### src/rtl/audio_pkg.sv
// constants shared by the dual serial audio port design
package audio_pkg;
  localparam int unsigned CLK_HZ = 10_000_000;
  localparam int NUM_PORTS = 2;
  localparam int SAMPLE_W = 16;
  localparam int RATE_COUNT = 9;
  localparam int unsigned RATE_HZ [RATE_COUNT] = '{
    8000, 11025, 12000, 16000, 22050, 24000, 32000, 44100, 48000};
  localparam logic [5:0] PCM_LEN_1 = 6'h11;
  localparam logic [5:0] PCM_LEN_2 = 6'h12;
  localparam logic [5:0] NORMAL_LEN = 6'h20;
  localparam logic [4:0] SLOT_LEN = 5'h10;
  localparam logic [4:0] POS_MAX = 5'h1F;
  localparam logic [3:0] LAST_BIT = 4'hF;
  // register byte offsets
  localparam logic [7:0] OFF_PORT0_CFG = 8'h00;
  localparam logic [7:0] OFF_PORT1_CFG = 8'h04;
  localparam logic [7:0] OFF_ROUTE = 8'h08;
  localparam logic [7:0] OFF_UL_PROC = 8'h0C;
  localparam logic [7:0] OFF_DL_PROC = 8'h10;
  localparam logic [7:0] OFF_TONE = 8'h14;
  localparam logic [7:0] OFF_PROFILE = 8'h18;
  localparam logic [7:0] OFF_ANALOG_GAIN = 8'h1C;
  localparam logic [7:0] OFF_STATUS = 8'h20;
  // port config fields
  localparam int CFG_MASTER = 0;
  localparam int CFG_NORMAL = 1;
  localparam int CFG_SYNC2 = 2;
  localparam int CFG_TX_FALL = 3;
  localparam int CFG_MSB_DLY = 4;
  localparam int CFG_RATE_LSB = 8;
  localparam int CFG_W = 12;
  localparam logic [CFG_W-1:0] CFG_RST = 12'h001;
  // route fields
  localparam int RT_UL_SRC = 0;
  localparam int RT_DL_DST = 1;
  localparam int RT_CODEC_13M = 2;
  localparam int RT_DIGITAL = 3;
  localparam int RT_HF_EN = 4;
  localparam logic [4:0] ROUTE_RST = 5'h08;
  // processing fields: gain q8.8 in [15:0], filter shift in [19:16]
  localparam int PROC_W = 20;
  localparam int GAIN_FRAC = 8;
  localparam logic [PROC_W-1:0] PROC_RST = 20'h00100;
  localparam int PROF_SAVE = 0;
  localparam int PROF_LOAD = 1;
  localparam int PROF_IDX = 2;
  localparam logic [15:0] HF_THRESH = 16'h2000;
  localparam int HF_ATTEN = 2;
  localparam logic [1:0] RESP_OKAY = 2'h0;
  localparam logic [1:0] RESP_DECERR = 2'h3;
  // codec reference half periods in aclk cycles (stand-ins)
  localparam logic [3:0] CODEC_HALF_FAST = 4'h1;
  localparam logic [3:0] CODEC_HALF_SLOW = 4'h2;
endpackage : audio_pkg

### src/rtl/port_if.sv
// control and sample signals between the top and one serial port
`timescale 1ns/1ns
interface port_if;
  logic master;
  logic normal;
  logic sync2;
  logic tx_fall;
  logic msb_delay;
  logic [3:0] rate;
  logic tx_en;
  logic [15:0] tx_word;
  logic [15:0] rx_word;
  logic rx_valid;
  logic bclk_o;
  logic wa_o;
  logic txd_o;
  modport ctrl (output master, normal, sync2, tx_fall, msb_delay, rate,
    tx_en, tx_word, input rx_word, rx_valid, bclk_o, wa_o, txd_o);
  modport port (input master, normal, sync2, tx_fall, msb_delay, rate,
    tx_en, tx_word, output rx_word, rx_valid, bclk_o, wa_o, txd_o);
endinterface : port_if

### src/rtl/dual_audio_port.sv
// dual serial audio port with axi4-lite control and sample streams
//
// Our own choices: the register offsets and register access over AXI4-Lite.
`timescale 1ns/1ns
module dual_audio_port
  import audio_pkg::*;
#(
  parameter int ADDR_W = 8
)
(
  input wire logic aclk,
  input wire logic aresetn,
  input wire logic [ADDR_W-1:0] awaddr,
  input wire logic awvalid,
  output logic awready,
  input wire logic [31:0] wdata,
  input wire logic [3:0] wstrb,
  input wire logic wvalid,
  output logic wready,
  output logic [1:0] bresp,
  output logic bvalid,
  input wire logic bready,
  input wire logic [ADDR_W-1:0] araddr,
  input wire logic arvalid,
  output logic arready,
  output logic [31:0] rdata,
  output logic [1:0] rresp,
  output logic rvalid,
  input wire logic rready,
  input wire logic port0_bit_clock_i,
  output logic port0_bit_clock_o,
  output logic port0_bit_clock_oe,
  input wire logic port0_word_align_i,
  output logic port0_word_align_o,
  output logic port0_word_align_oe,
  output logic port0_tx_data,
  input wire logic port0_rx_data,
  input wire logic port1_bit_clock_i,
  output logic port1_bit_clock_o,
  output logic port1_bit_clock_oe,
  input wire logic port1_word_align_i,
  output logic port1_word_align_o,
  output logic port1_word_align_oe,
  output logic port1_tx_data,
  input wire logic port1_rx_data,
  output logic codec_clk,
  output logic [15:0] ul_sample,
  output logic ul_valid,
  input wire logic [15:0] dl_sample,
  input wire logic dl_valid
);
  logic [CFG_W-1:0] cfg_q [NUM_PORTS];
  logic [CFG_W-1:0] cfg_d [NUM_PORTS];
  logic [4:0] route_q, route_d;
  logic [PROC_W-1:0] ulp_q, ulp_d, dlp_q, dlp_d;
  logic [PROC_W-1:0] prof_ul_q [2];
  logic [PROC_W-1:0] prof_dl_q [2];
  logic [31:0] tone_q, tone_d, analog_q, analog_d;
  logic prof_idx_q, prof_idx_d, prof_save;
  logic [ADDR_W-1:0] waddr_q, waddr_d;
  logic [31:0] wd_q, wd_d, rdata_d, wr_data;
  logic [3:0] ws_q, ws_d;
  logic aw_have_q, aw_have_d, w_have_q, w_have_d, wr_fire;
  logic awready_d, wready_d, bvalid_d, arready_d, rvalid_d;
  logic [1:0] bresp_d, rresp_d;
  logic [3:0] ccnt_q, ccnt_d;
  logic codec_d, hf_loud_q, hf_loud_d;
  logic [15:0] ul_in, rx_abs;
  logic ul_in_valid;
  logic [15:0] dl_word;
  logic dl_word_valid;
  logic [NUM_PORTS-1:0] bclk_in, wa_in, rxd_in;

  port_if pif [NUM_PORTS] ();

  assign bclk_in = {port1_bit_clock_i, port0_bit_clock_i};
  assign wa_in = {port1_word_align_i, port0_word_align_i};
  assign rxd_in = {port1_rx_data, port0_rx_data};

  for (genvar i = 0; i < NUM_PORTS; i++)
  begin : g_port
    assign pif[i].master = cfg_q[i][CFG_MASTER];
    assign pif[i].normal = cfg_q[i][CFG_NORMAL];
    assign pif[i].sync2 = cfg_q[i][CFG_SYNC2];
    assign pif[i].tx_fall = cfg_q[i][CFG_TX_FALL];
    assign pif[i].msb_delay = cfg_q[i][CFG_MSB_DLY];
    assign pif[i].rate = cfg_q[i][CFG_RATE_LSB +: 4];
    assign pif[i].tx_en = route_q[RT_DIGITAL]
      && (route_q[RT_DL_DST] == 1'(i));
    assign pif[i].tx_word = dl_word;
    serial_port u_port (
      .aclk(aclk),
      .aresetn(aresetn),
      .bclk_i(bclk_in[i]),
      .wa_i(wa_in[i]),
      .rxd_i(rxd_in[i]),
      .p(pif[i])
    );
  end

  assign port0_bit_clock_o = pif[0].bclk_o;
  assign port0_word_align_o = pif[0].wa_o;
  assign port0_tx_data = pif[0].txd_o;
  assign port1_bit_clock_o = pif[1].bclk_o;
  assign port1_word_align_o = pif[1].wa_o;
  assign port1_tx_data = pif[1].txd_o;
  assign port0_bit_clock_oe = cfg_q[0][CFG_MASTER];
  assign port0_word_align_oe = cfg_q[0][CFG_MASTER];
  assign port1_bit_clock_oe = cfg_q[1][CFG_MASTER];
  assign port1_word_align_oe = cfg_q[1][CFG_MASTER];

  // uplink source select and hands-free attenuation
  always_comb
  begin
    ul_in = route_q[RT_UL_SRC] ? pif[1].rx_word : pif[0].rx_word;
    ul_in_valid = route_q[RT_DIGITAL] && (route_q[RT_UL_SRC]
      ? pif[1].rx_valid : pif[0].rx_valid);
    // crude echo control: duck the mic while the far end talks loudly
    if (route_q[RT_HF_EN] && hf_loud_q)
      ul_in = 16'($signed(ul_in) >>> HF_ATTEN);
    rx_abs = dl_word[15] ? 16'(-dl_word) : dl_word;
    hf_loud_d = dl_word_valid ? (rx_abs > HF_THRESH) : hf_loud_q;
  end

  sample_proc u_ul (
    .aclk(aclk),
    .aresetn(aresetn),
    .in_valid(ul_in_valid),
    .in_sample(ul_in),
    .proc_cfg(ulp_q),
    .tone_on(1'b0),
    .tone_amp(8'h00),
    .tone_half(16'h0000),
    .out_valid(ul_valid),
    .out_sample(ul_sample)
  );

  sample_proc u_dl (
    .aclk(aclk),
    .aresetn(aresetn),
    .in_valid(dl_valid),
    .in_sample(dl_sample),
    .proc_cfg(dlp_q),
    .tone_on(tone_q[0] | tone_q[1]),
    .tone_amp(tone_q[15:8]),
    .tone_half(tone_q[31:16]),
    .out_valid(dl_word_valid),
    .out_sample(dl_word)
  );

  function automatic logic [31:0] merge(input logic [31:0] old,
    input logic [31:0] nw, input logic [3:0] st);
    merge = old;
    for (int b = 0; b < 4; b++)
      if (st[b])
        merge[8*b +: 8] = nw[8*b +: 8];
  endfunction : merge

  // axi4-lite handshakes; one write and one read outstanding
  always_comb
  begin
    waddr_d = waddr_q;
    wd_d = wd_q;
    ws_d = ws_q;
    aw_have_d = aw_have_q;
    w_have_d = w_have_q;
    awready_d = awready;
    wready_d = wready;
    bvalid_d = bvalid;
    bresp_d = bresp;
    arready_d = arready;
    rvalid_d = rvalid;
    rresp_d = rresp;
    rdata_d = rdata;
    wr_fire = aw_have_q && w_have_q && !bvalid;
    if (awvalid && awready)
    begin
      waddr_d = awaddr & ~ADDR_W'(3);
      aw_have_d = 1'b1;
      awready_d = 1'b0;
    end
    if (wvalid && wready)
    begin
      wd_d = wdata;
      ws_d = wstrb;
      w_have_d = 1'b1;
      wready_d = 1'b0;
    end
    if (wr_fire)
    begin
      bvalid_d = 1'b1;
      bresp_d = (waddr_q <= ADDR_W'(OFF_ANALOG_GAIN)) ? RESP_OKAY
        : RESP_DECERR;
    end
    if (bvalid && bready)
    begin
      bvalid_d = 1'b0;
      aw_have_d = 1'b0;
      w_have_d = 1'b0;
      awready_d = 1'b1;
      wready_d = 1'b1;
    end
    if (arvalid && arready)
    begin
      arready_d = 1'b0;
      rvalid_d = 1'b1;
      rresp_d = RESP_OKAY;
      unique case (8'(araddr & ~ADDR_W'(3)))
        OFF_PORT0_CFG: rdata_d = 32'(cfg_q[0]);
        OFF_PORT1_CFG: rdata_d = 32'(cfg_q[1]);
        OFF_ROUTE: rdata_d = 32'(route_q);
        OFF_UL_PROC: rdata_d = 32'(ulp_q);
        OFF_DL_PROC: rdata_d = 32'(dlp_q);
        OFF_TONE: rdata_d = tone_q;
        OFF_PROFILE: rdata_d = 32'({prof_idx_q, 2'h0});
        OFF_ANALOG_GAIN: rdata_d = analog_q;
        OFF_STATUS: rdata_d = {14'h0, hf_loud_q, tone_q[0] | tone_q[1],
          ul_sample};
        default:
        begin
          rdata_d = 32'h0;
          rresp_d = RESP_DECERR;
        end
      endcase
    end
    if (rvalid && rready)
    begin
      rvalid_d = 1'b0;
      arready_d = 1'b1;
    end
  end

  // register writes, profile save and load
  always_comb
  begin
    cfg_d = cfg_q;
    route_d = route_q;
    ulp_d = ulp_q;
    dlp_d = dlp_q;
    tone_d = tone_q;
    analog_d = analog_q;
    prof_idx_d = prof_idx_q;
    prof_save = 1'b0;
    wr_data = 32'h0;
    if (wr_fire)
    begin
      unique case (8'(waddr_q))
        OFF_PORT0_CFG: cfg_d[0] = CFG_W'(merge(32'(cfg_q[0]), wd_q, ws_q));
        OFF_PORT1_CFG: cfg_d[1] = CFG_W'(merge(32'(cfg_q[1]), wd_q, ws_q));
        OFF_ROUTE: route_d = 5'(merge(32'(route_q), wd_q, ws_q));
        OFF_UL_PROC: ulp_d = PROC_W'(merge(32'(ulp_q), wd_q, ws_q));
        OFF_DL_PROC: dlp_d = PROC_W'(merge(32'(dlp_q), wd_q, ws_q));
        OFF_TONE: tone_d = merge(tone_q, wd_q, ws_q);
        // stored for software only, never applied on the digital path
        OFF_ANALOG_GAIN: analog_d = merge(analog_q, wd_q, ws_q);
        OFF_PROFILE:
        begin
          wr_data = merge(32'h0, wd_q, ws_q);
          prof_idx_d = wr_data[PROF_IDX];
          prof_save = wr_data[PROF_SAVE];
          if (wr_data[PROF_LOAD])
          begin
            ulp_d = prof_ul_q[wr_data[PROF_IDX]];
            dlp_d = prof_dl_q[wr_data[PROF_IDX]];
          end
        end
        default: ;
      endcase
    end
    ccnt_d = ccnt_q + 4'h1;
    codec_d = codec_clk;
    if (ccnt_q >= (route_q[RT_CODEC_13M] ? CODEC_HALF_SLOW
      : CODEC_HALF_FAST) - 4'h1)
    begin
      ccnt_d = 4'h0;
      codec_d = !codec_clk;
    end
  end

  // profile store keeps contents across reset, like the nonvolatile copy
  always_ff @(posedge aclk)
  begin
    if (prof_save)
    begin
      prof_ul_q[prof_idx_d] <= ulp_q;
      prof_dl_q[prof_idx_d] <= dlp_q;
    end
  end

  always_ff @(posedge aclk)
  begin
    if (!aresetn)
    begin
      cfg_q <= '{default: CFG_RST};
      route_q <= ROUTE_RST;
      ulp_q <= PROC_RST;
      dlp_q <= PROC_RST;
      tone_q <= 32'h0;
      analog_q <= 32'h0;
      prof_idx_q <= 1'b0;
      waddr_q <= '0;
      wd_q <= 32'h0;
      ws_q <= 4'h0;
      aw_have_q <= 1'b0;
      w_have_q <= 1'b0;
      awready <= 1'b1;
      wready <= 1'b1;
      bvalid <= 1'b0;
      bresp <= RESP_OKAY;
      arready <= 1'b1;
      rvalid <= 1'b0;
      rresp <= RESP_OKAY;
      rdata <= 32'h0;
      ccnt_q <= 4'h0;
      codec_clk <= 1'b0;
      hf_loud_q <= 1'b0;
    end
    else
    begin
      cfg_q <= cfg_d;
      route_q <= route_d;
      ulp_q <= ulp_d;
      dlp_q <= dlp_d;
      tone_q <= tone_d;
      analog_q <= analog_d;
      prof_idx_q <= prof_idx_d;
      waddr_q <= waddr_d;
      wd_q <= wd_d;
      ws_q <= ws_d;
      aw_have_q <= aw_have_d;
      w_have_q <= w_have_d;
      awready <= awready_d;
      wready <= wready_d;
      bvalid <= bvalid_d;
      bresp <= bresp_d;
      arready <= arready_d;
      rvalid <= rvalid_d;
      rresp <= rresp_d;
      rdata <= rdata_d;
      ccnt_q <= ccnt_d;
      codec_clk <= codec_d;
      hf_loud_q <= hf_loud_d;
    end
  end
endmodule : dual_audio_port

### src/rtl/sample_proc.sv
// per-direction filter, gain and optional tone mixing
`timescale 1ns/1ns
module sample_proc
  import audio_pkg::*;
(
  input wire logic aclk,
  input wire logic aresetn,
  input wire logic in_valid,
  input wire logic [15:0] in_sample,
  input wire logic [PROC_W-1:0] proc_cfg,
  input wire logic tone_on,
  input wire logic [7:0] tone_amp,
  input wire logic [15:0] tone_half,
  output logic out_valid,
  output logic [15:0] out_sample
);
  logic signed [16:0] y_q, y_d, diff;
  logic signed [33:0] prod;
  logic signed [33:0] mix;
  logic [15:0] tcnt_q, tcnt_d, out_d;
  logic tph_q, tph_d, ov_d;

  always_comb
  begin
    y_d = y_q;
    tcnt_d = tcnt_q;
    tph_d = tph_q;
    out_d = out_sample;
    ov_d = 1'b0;
    diff = 17'(signed'(in_sample) - y_q);
    prod = 34'sh0;
    mix = 34'sh0;
    if (in_valid)
    begin
      // one-pole low pass, shift 0 passes the sample straight through
      y_d = 17'(y_q + (diff >>> proc_cfg[19:16]));
      prod = 34'(y_d * signed'({1'b0, proc_cfg[15:0]})) >>> GAIN_FRAC;
      mix = prod;
      if (tone_on)
      begin
        mix = tph_q ? prod + 34'(signed'({1'b0, tone_amp, 4'h0}))
          : prod - 34'(signed'({1'b0, tone_amp, 4'h0}));
        tcnt_d = (tcnt_q >= tone_half) ? 16'h0 : tcnt_q + 16'h1;
        tph_d = (tcnt_q >= tone_half) ? !tph_q : tph_q;
      end
      // saturate rather than wrap: wrap is an audible click
      if (mix > 34'sh7FFF)
        out_d = 16'h7FFF;
      else if (mix < -34'sh8000)
        out_d = 16'h8000;
      else
        out_d = mix[15:0];
      ov_d = 1'b1;
    end
  end

  always_ff @(posedge aclk)
  begin
    if (!aresetn)
    begin
      y_q <= 17'sh0;
      tcnt_q <= 16'h0;
      tph_q <= 1'b0;
      out_sample <= 16'h0;
      out_valid <= 1'b0;
    end
    else
    begin
      y_q <= y_d;
      tcnt_q <= tcnt_d;
      tph_q <= tph_d;
      out_sample <= out_d;
      out_valid <= ov_d;
    end
  end
endmodule : sample_proc

### src/rtl/serial_port.sv
// one 4-wire serial audio port: clock gen, sync, framing, shifters
`timescale 1ns/1ns
module serial_port
  import audio_pkg::*;
(
  input wire logic aclk,
  input wire logic aresetn,
  input wire logic bclk_i,
  input wire logic wa_i,
  input wire logic rxd_i,
  port_if.port p
);
  // bit 2 clock, bit 1 word align, bit 0 rx data
  logic [2:0] s1_q, s2_q, s3_q, filt_q, filt_d;
  logic [31:0] acc_q, acc_d, acc_sum, step;
  logic mclk_q, mclk_d, mwa_q, mwa_d, bprev_q, wa_last_q, wa_last_d;
  logic [4:0] pos_q, pos_d, npos, rbit;
  logic [15:0] word_q, word_d, sr_q, sr_d, rxw_q, rxw_d, src;
  logic txd_q, txd_d, rxv_q, rxv_d;
  logic [5:0] len;
  logic m_tog, rise, fall, launch, capture, tx_fall_eff;

  // {valid, bit index from msb} of frame position pos
  function automatic logic [4:0] slot_bit(input logic [4:0] pos,
    input logic normal, input logic sync2, input logic dly,
    input logic rx);
    logic [4:0] ns;
    logic [4:0] d;
    ns = sync2 ? 5'h2 : 5'h1;
    d = normal ? pos - {4'h0, dly} : pos - ns;
    if (normal && !rx)
      slot_bit = {1'b1, d[3:0]};
    else
      slot_bit = {(pos >= (normal ? {4'h0, dly} : ns)) && (d < SLOT_LEN),
        d[3:0]};
  endfunction : slot_bit

  always_comb
  begin
    filt_d = (s2_q & s3_q) | (filt_q & (s2_q | s3_q));
    len = p.normal ? NORMAL_LEN : (p.sync2 ? PCM_LEN_2 : PCM_LEN_1);
    // bit rate is frame length times sample rate, exact on average
    step = 32'(2 * len * RATE_HZ[p.rate < 4'(RATE_COUNT) ? p.rate : 4'h0]);
    acc_sum = acc_q + step;
    m_tog = p.master && (acc_sum >= CLK_HZ);
    acc_d = !p.master ? 32'h0 : (m_tog ? acc_sum - CLK_HZ : acc_sum);
    mclk_d = p.master && (mclk_q ^ m_tog);
    rise = p.master ? (m_tog && !mclk_q) : (filt_q[2] && !bprev_q);
    fall = p.master ? (m_tog && mclk_q) : (!filt_q[2] && bprev_q);
    tx_fall_eff = p.normal && p.tx_fall;
    launch = tx_fall_eff ? fall : rise;
    capture = tx_fall_eff ? rise : fall;
    if (p.master)
      npos = (pos_q == 5'(len - 6'h1)) ? 5'h0 : pos_q + 5'h1;
    else if (filt_q[1] && !wa_last_q)
      npos = 5'h0;
    else
      npos = (pos_q == POS_MAX) ? POS_MAX : pos_q + 5'h1;
    src = (npos == 5'h0) ? p.tx_word : word_q;
    rbit = slot_bit(npos, p.normal, p.sync2, p.msb_delay, 1'b0);
    pos_d = pos_q;
    wa_last_d = wa_last_q;
    mwa_d = p.master && mwa_q;
    word_d = word_q;
    txd_d = txd_q;
    if (launch)
    begin
      pos_d = npos;
      wa_last_d = filt_q[1];
      mwa_d = p.master && (p.normal ? (npos < SLOT_LEN)
        : (npos < (p.sync2 ? 5'h2 : 5'h1)));
      word_d = src;
      if (!p.normal && p.sync2 && npos == 5'h1)
        txd_d = p.tx_en && src[15];
      else
        txd_d = p.tx_en && rbit[4] && src[~rbit[3:0]];
    end
    rbit = slot_bit(pos_q, p.normal, p.sync2, p.msb_delay, 1'b1);
    sr_d = sr_q;
    rxw_d = rxw_q;
    rxv_d = 1'b0;
    // normal mode reads only the slot with word align high
    if (capture && rbit[4])
    begin
      sr_d = {sr_q[14:0], filt_q[0]};
      if (rbit[3:0] == LAST_BIT)
      begin
        rxw_d = {sr_q[14:0], filt_q[0]};
        rxv_d = 1'b1;
      end
    end
  end

  always_ff @(posedge aclk)
  begin
    if (!aresetn)
    begin
      s1_q <= 3'h0;
      s2_q <= 3'h0;
      s3_q <= 3'h0;
      filt_q <= 3'h0;
      acc_q <= 32'h0;
      mclk_q <= 1'b0;
      mwa_q <= 1'b0;
      bprev_q <= 1'b0;
      wa_last_q <= 1'b0;
      pos_q <= POS_MAX;
      word_q <= 16'h0;
      sr_q <= 16'h0;
      rxw_q <= 16'h0;
      txd_q <= 1'b0;
      rxv_q <= 1'b0;
    end
    else
    begin
      s1_q <= {bclk_i, wa_i, rxd_i};
      s2_q <= s1_q;
      s3_q <= s2_q;
      filt_q <= filt_d;
      acc_q <= acc_d;
      mclk_q <= mclk_d;
      mwa_q <= mwa_d;
      bprev_q <= filt_q[2];
      wa_last_q <= wa_last_d;
      pos_q <= pos_d;
      word_q <= word_d;
      sr_q <= sr_d;
      rxw_q <= rxw_d;
      txd_q <= txd_d;
      rxv_q <= rxv_d;
    end
  end

  assign p.bclk_o = mclk_q;
  assign p.wa_o = mwa_q;
  assign p.txd_o = txd_q;
  assign p.rx_word = rxw_q;
  assign p.rx_valid = rxv_q;
endmodule : serial_port
### config.mk
export PLATFORM = sky130hd
export DESIGN_NAME = dual_audio_port
export DESIGN_NICKNAME = d
export VERILOG_FILES = /design/src/rtl/audio_pkg.sv /design/src/rtl/port_if.sv /design/src/rtl/dual_audio_port.sv /design/src/rtl/sample_proc.sv /design/src/rtl/serial_port.sv
export SDC_FILE = /design/constraint.sdc
export NUM_CORES = 2
export LEC_CHECK = 0
export BUFFER_PORTS_ARGS = -buffer_cell sky130_fd_sc_hd__buf_2
export CAP_MARGIN = 20
export CORE_MARGIN = 4
export CORE_UTILIZATION = 55
export CTS_BUF_LIST = sky130_fd_sc_hd__clkbuf_8 sky130_fd_sc_hd__clkbuf_16
export DETAILED_ROUTE_END_ITERATION = 10
export PLACE_DENSITY = 0.79
export SLEW_MARGIN = 30
export SYNTH_ARGS = -nofsm -noshare
export SYNTH_HDL_FRONTEND = slang
export SYNTH_SLANG_ARGS = --single-unit
### constraint.sdc
create_clock -name aclk -period 41.8 [get_ports aclk]
set_input_delay 8.36 -clock aclk [delete_from_list [all_inputs] [get_ports aclk]]
set_output_delay 8.36 -clock aclk [all_outputs]
set_load 0.01 [all_outputs]
==> impl_metrics.csv <==
group,metric,value,unit
sta,fin_setup_tns,0,ns
sta,fin_ws,18.46,ns
power_and_ir_drop,p_sw,1.51,mW
placement,hpwl,125000,um
die,initial_core_util,55.4,%
clock_network,h-tree-depth,3,
final_layout,layout.nets,8166,
power_and_ir_drop,peakVddDrop,0.0000579,V
synthesis,ys.flop_type,"dfxtp_1",
clock_network,clk_latency,0.66,ns
die,ios,151,
sta,max_slew_margin,28.2,%
global_routing,grt_usage,27.9,%
global_routing,grt_max_degree,116,
drt,via_count,50700,
drt,drc_errors,0,
synthesis,synth-compound-area-share,13.9,%
drt,finalWirelength,161000,um
sta,setup_violations,0,
synthesis,async_reset_ff_share,0,%
synthesis,syn_area,60400,um2
sta,layout_min_cycle_time,23.34,ns
outcome,outcome,"complete, no violations",
power_and_ir_drop,p_leak,29.9,nW
synthesis,ys_seq_area_share,20.9,%
synthesis,yosysWarningCount,0,
worst_setup_path,ff2ff_path_depth,53,
sta,hold_violations,0,
worst_setup_path,cpMostUsedCell,"fa_1",
drt,post_drt_wl_per_cell,19.0,um
synthesis,synth_top_area_share,19.9,%
synthesis,yosysTopAreaCell,"fa_1",
worst_setup_path,slowest_delay,0.89,ns
sta,grt_setup_unrepaired,"no",
die,die_w,339,um
job,maxCapViolCount,0,
power_and_ir_drop,pwr-share-seq,20.9,%
placement,preCtsSetupSlack,18.12,ns
worst_setup_path,required,42.37,ns
die,core,109000,um2
final_layout,multi_input_area,43500,um2
worst_setup_path,crit_type,"in2reg",
final_layout,postLayoutCellArea,64800,um2
global_routing,grt_pass1_wl,264000,um
final_layout,regArea,12600,um2
synthesis,synth.ff_latch_count,590,
power_and_ir_drop,p_clk_share,19.1,%
die,num_rows,121,
clock_network,cts_buffers,68,
power_and_ir_drop,switching_share,47.2,%
placement,place_inst,8374,
worst_hold_path,hold_class,"reg2reg",
final_layout,area_growth,7.20,%
drt,drtAntennaViolNets,0,
drt,firstDrtPassIters,8,
sta,fmax,42.9,MHz
clock_network,cts_hold_buf,0,
worst_setup_path,crit_arrival,23.90,ns
placement,place.gp.congestion,0.947,
final_layout,drive_above_1_share,7.32,%
clock_network,path_clk_slew,0.06,ns
drt,drt_iter0_drc,4251,
synthesis,yosysUniqueCellTypes,107,
placement,port_buffers,146,
clock_network,cts.sinks,590,
global_routing,grt_pass1_vias,51400,
power_and_ir_drop,p_int,1.69,mW
die,die_h,339,um
final_layout,utilization,59.4,%
final_layout,final_cell_mix,"inv_1, nand2_1, nor2_1",
worst_setup_path,startpoint_type,"input pin",
clock_network,cts_max_path_buffers,3,
global_routing,antenna_found_initial,8,
synthesis,synth_edf_count,80,
synthesis,synth_xor_area_share,3.55,%
final_layout,final_common_cell,"inv_1",
sta,finClkSkew,0.0411,ns
clock_network,cts-root-buf,"clkbuf_16",
drt,vias_per_cell,5.96,
placement,dpl_cell_area,62400,um2
die,die_area,115000,um2
final_layout,stdcell_count,8501,
clock_network,post_cts_resize_count,0,
power_and_ir_drop,p_per_area,49.5,nW/um2
clock_network,post-cts-setup-buffer-count,0,
sta,period_share,55.8,%
synthesis,synth_top_family_by_area,"adder cells",
synthesis,synth_area_leaders,"fa_1, dfxtp_1, ha_1",
synthesis,synthAdderAreaFrac,29.3,%
clock_network,cts_tree,"yes",
global_routing,overflow,0,
worst_setup_path,crit_slowest_cell,"o41ai_1",
synthesis,synthCells,7056,
final_layout,fillCellCount,9320,
synthesis,synth-simple-area-share,18.1,%
worst_setup_path,path_max_fanout,17,
worst_hold_path,holdPathStages,1,
worst_setup_path,endpoint_kind,"register",
synthesis,synth_mux_area_share,6.67,%
power_and_ir_drop,p_comb_share,60.0,%
sta,tightest_slew,1.07,ns
sta,drv_slew,0,
synthesis,syn_avg_cell_area,8.56,um2
[kinds of logic after synthesis]
| logic type | count (synthesis) |
|---|---|
| adders and majority gates | 1052 |
| other | 2 |
| muxes | 358 |
| AOI/OAI and AO/OA | 1275 |
| xor gates and xnor gates | 244 |
| DFF | 590 |
| buffers and inverters | 1195 |
| and+or+nand+nor | 2340 |
[Yosys cell counts (14+ instances only)]
| master | count |
|---|---|
| a211oi_1 | 61 |
| a21boi_0 | 22 |
| a21o_1 | 97 |
| a21oi_1 | 431 |
| a221o_1 | 14 |
| a22oi_1 | 47 |
| a311oi_1 | 28 |
| a31oi_1 | 55 |
| and2_1 | 275 |
| and3_1 | 64 |
| buf_1 | 19 |
| clkbuf_1 | 301 |
| dfxtp_1 | 510 |
| edfxtp_1 | 80 |
| fa_1 | 601 |
| ha_1 | 451 |
| inv_1 | 846 |
| mux2_2 | 18 |
| mux2i_1 | 306 |
| mux4_2 | 34 |
| nand2_1 | 796 |
| nand2b_1 | 65 |
| nand3_1 | 95 |
| nand4_1 | 29 |
| nor2_1 | 653 |
| nor2b_1 | 88 |
| nor3_1 | 98 |
| nor3b_1 | 22 |
| nor4_1 | 21 |
| o211ai_1 | 50 |
| o21a_1 | 30 |
| o21ai_0 | 175 |
| o21ai_1 | 16 |
| o21bai_1 | 24 |
| o221a_2 | 20 |
| o31ai_1 | 25 |
| or2_2 | 32 |
| or3_1 | 32 |
| or4_1 | 17 |
| xnor2_1 | 150 |
| xor2_1 | 93 |
[power groups by stage]
stage	clock (mW)	combinational, mW	sequential, mW
2_1_floorplan	0	1.42	0.657
4_1_cts	0.619	1.89	0.667
3_3_place_gp	0	1.83	0.677
6_report	0.613	1.92	0.669
5_1_grt	0.644	2.14	0.674
3_5_place_dp	0	1.88	0.679
[stage by stage]
step                hold WS, ns  power [mW]
floorplan                 0.412        2.08
global placement          0.422        2.51
detailed placement        0.422        2.56
CTS                       0.436        3.18
global route              0.450        3.45
finish                    0.432        3.21
[worst paths after layout]
path	end	slack (ns)	startpoint
setup reg to reg	u_dl.out_sample[0]$_SDFFE_PN0P_	26.06	u_dl.y_q[0]$_SDFFE_PN0P_
hold reg to reg	g_port[1].u_port.s2_q[2]$_SDFF_PN0_	0.43	g_port[1].u_port.s1_q[2]$_SDFF_PN0_
hold / removal	g_port[1].u_port.s2_q[2]$_SDFF_PN0_	0.43	g_port[1].u_port.s1_q[2]$_SDFF_PN0_
setup / recovery	u_dl.out_sample[0]$_SDFFE_PN0P_	18.46	dl_sample[0]
[area by class of cell]
class                   count  area share (%)
clock inverters            49           0.765
diodes                      1         0.00386
multi-input cells        5288            67.1
flip-flops and latches    590            19.5
clock buffers              75            2.78
inverters                 851            4.94
well taps                1414            2.73
repair buffers            233            2.21
[registers in the layout, summed over array words and instances (netlist names), 17 cells and up]
| name | flops |
|---|---|
| u_dl.y_q | 17 |
| rdata | 32 |
| prof_ul_q | 40 |
| analog_q | 32 |
| wd_q | 32 |
| tone_q | 32 |
| g_port.u_port.word_q | 32 |
| ulp_q | 20 |
| cfg_q | 22 |
| dlp_q | 20 |
| g_port.u_port.p.rx_word | 32 |
| u_ul.y_q | 17 |
| g_port.u_port.acc_q | 62 |
| g_port.u_port.sr_q | 30 |
| prof_dl_q | 40 |
[worst max-delay path: cells and delay by family]
kind | cells | cell delay, ns
AOI/OAI and AO/OA | 24 | 5.79
xor gates and xnor gates | 1 | 0.29
adders and majority gates | 11 | 4.66
buffers and inverters | 6 | 0.36
muxes | 2 | 0.96
and+or+nand+nor | 11 | 3.45
[per-layer routing]
metal	share of wire, %	track usage [%]
met3	10	7.07
met4	3.7	9.91
met2	45	44.7
met5	0.028	0
met1	41	36.9
No activity file was read; power rests on OpenSTA's default activity.
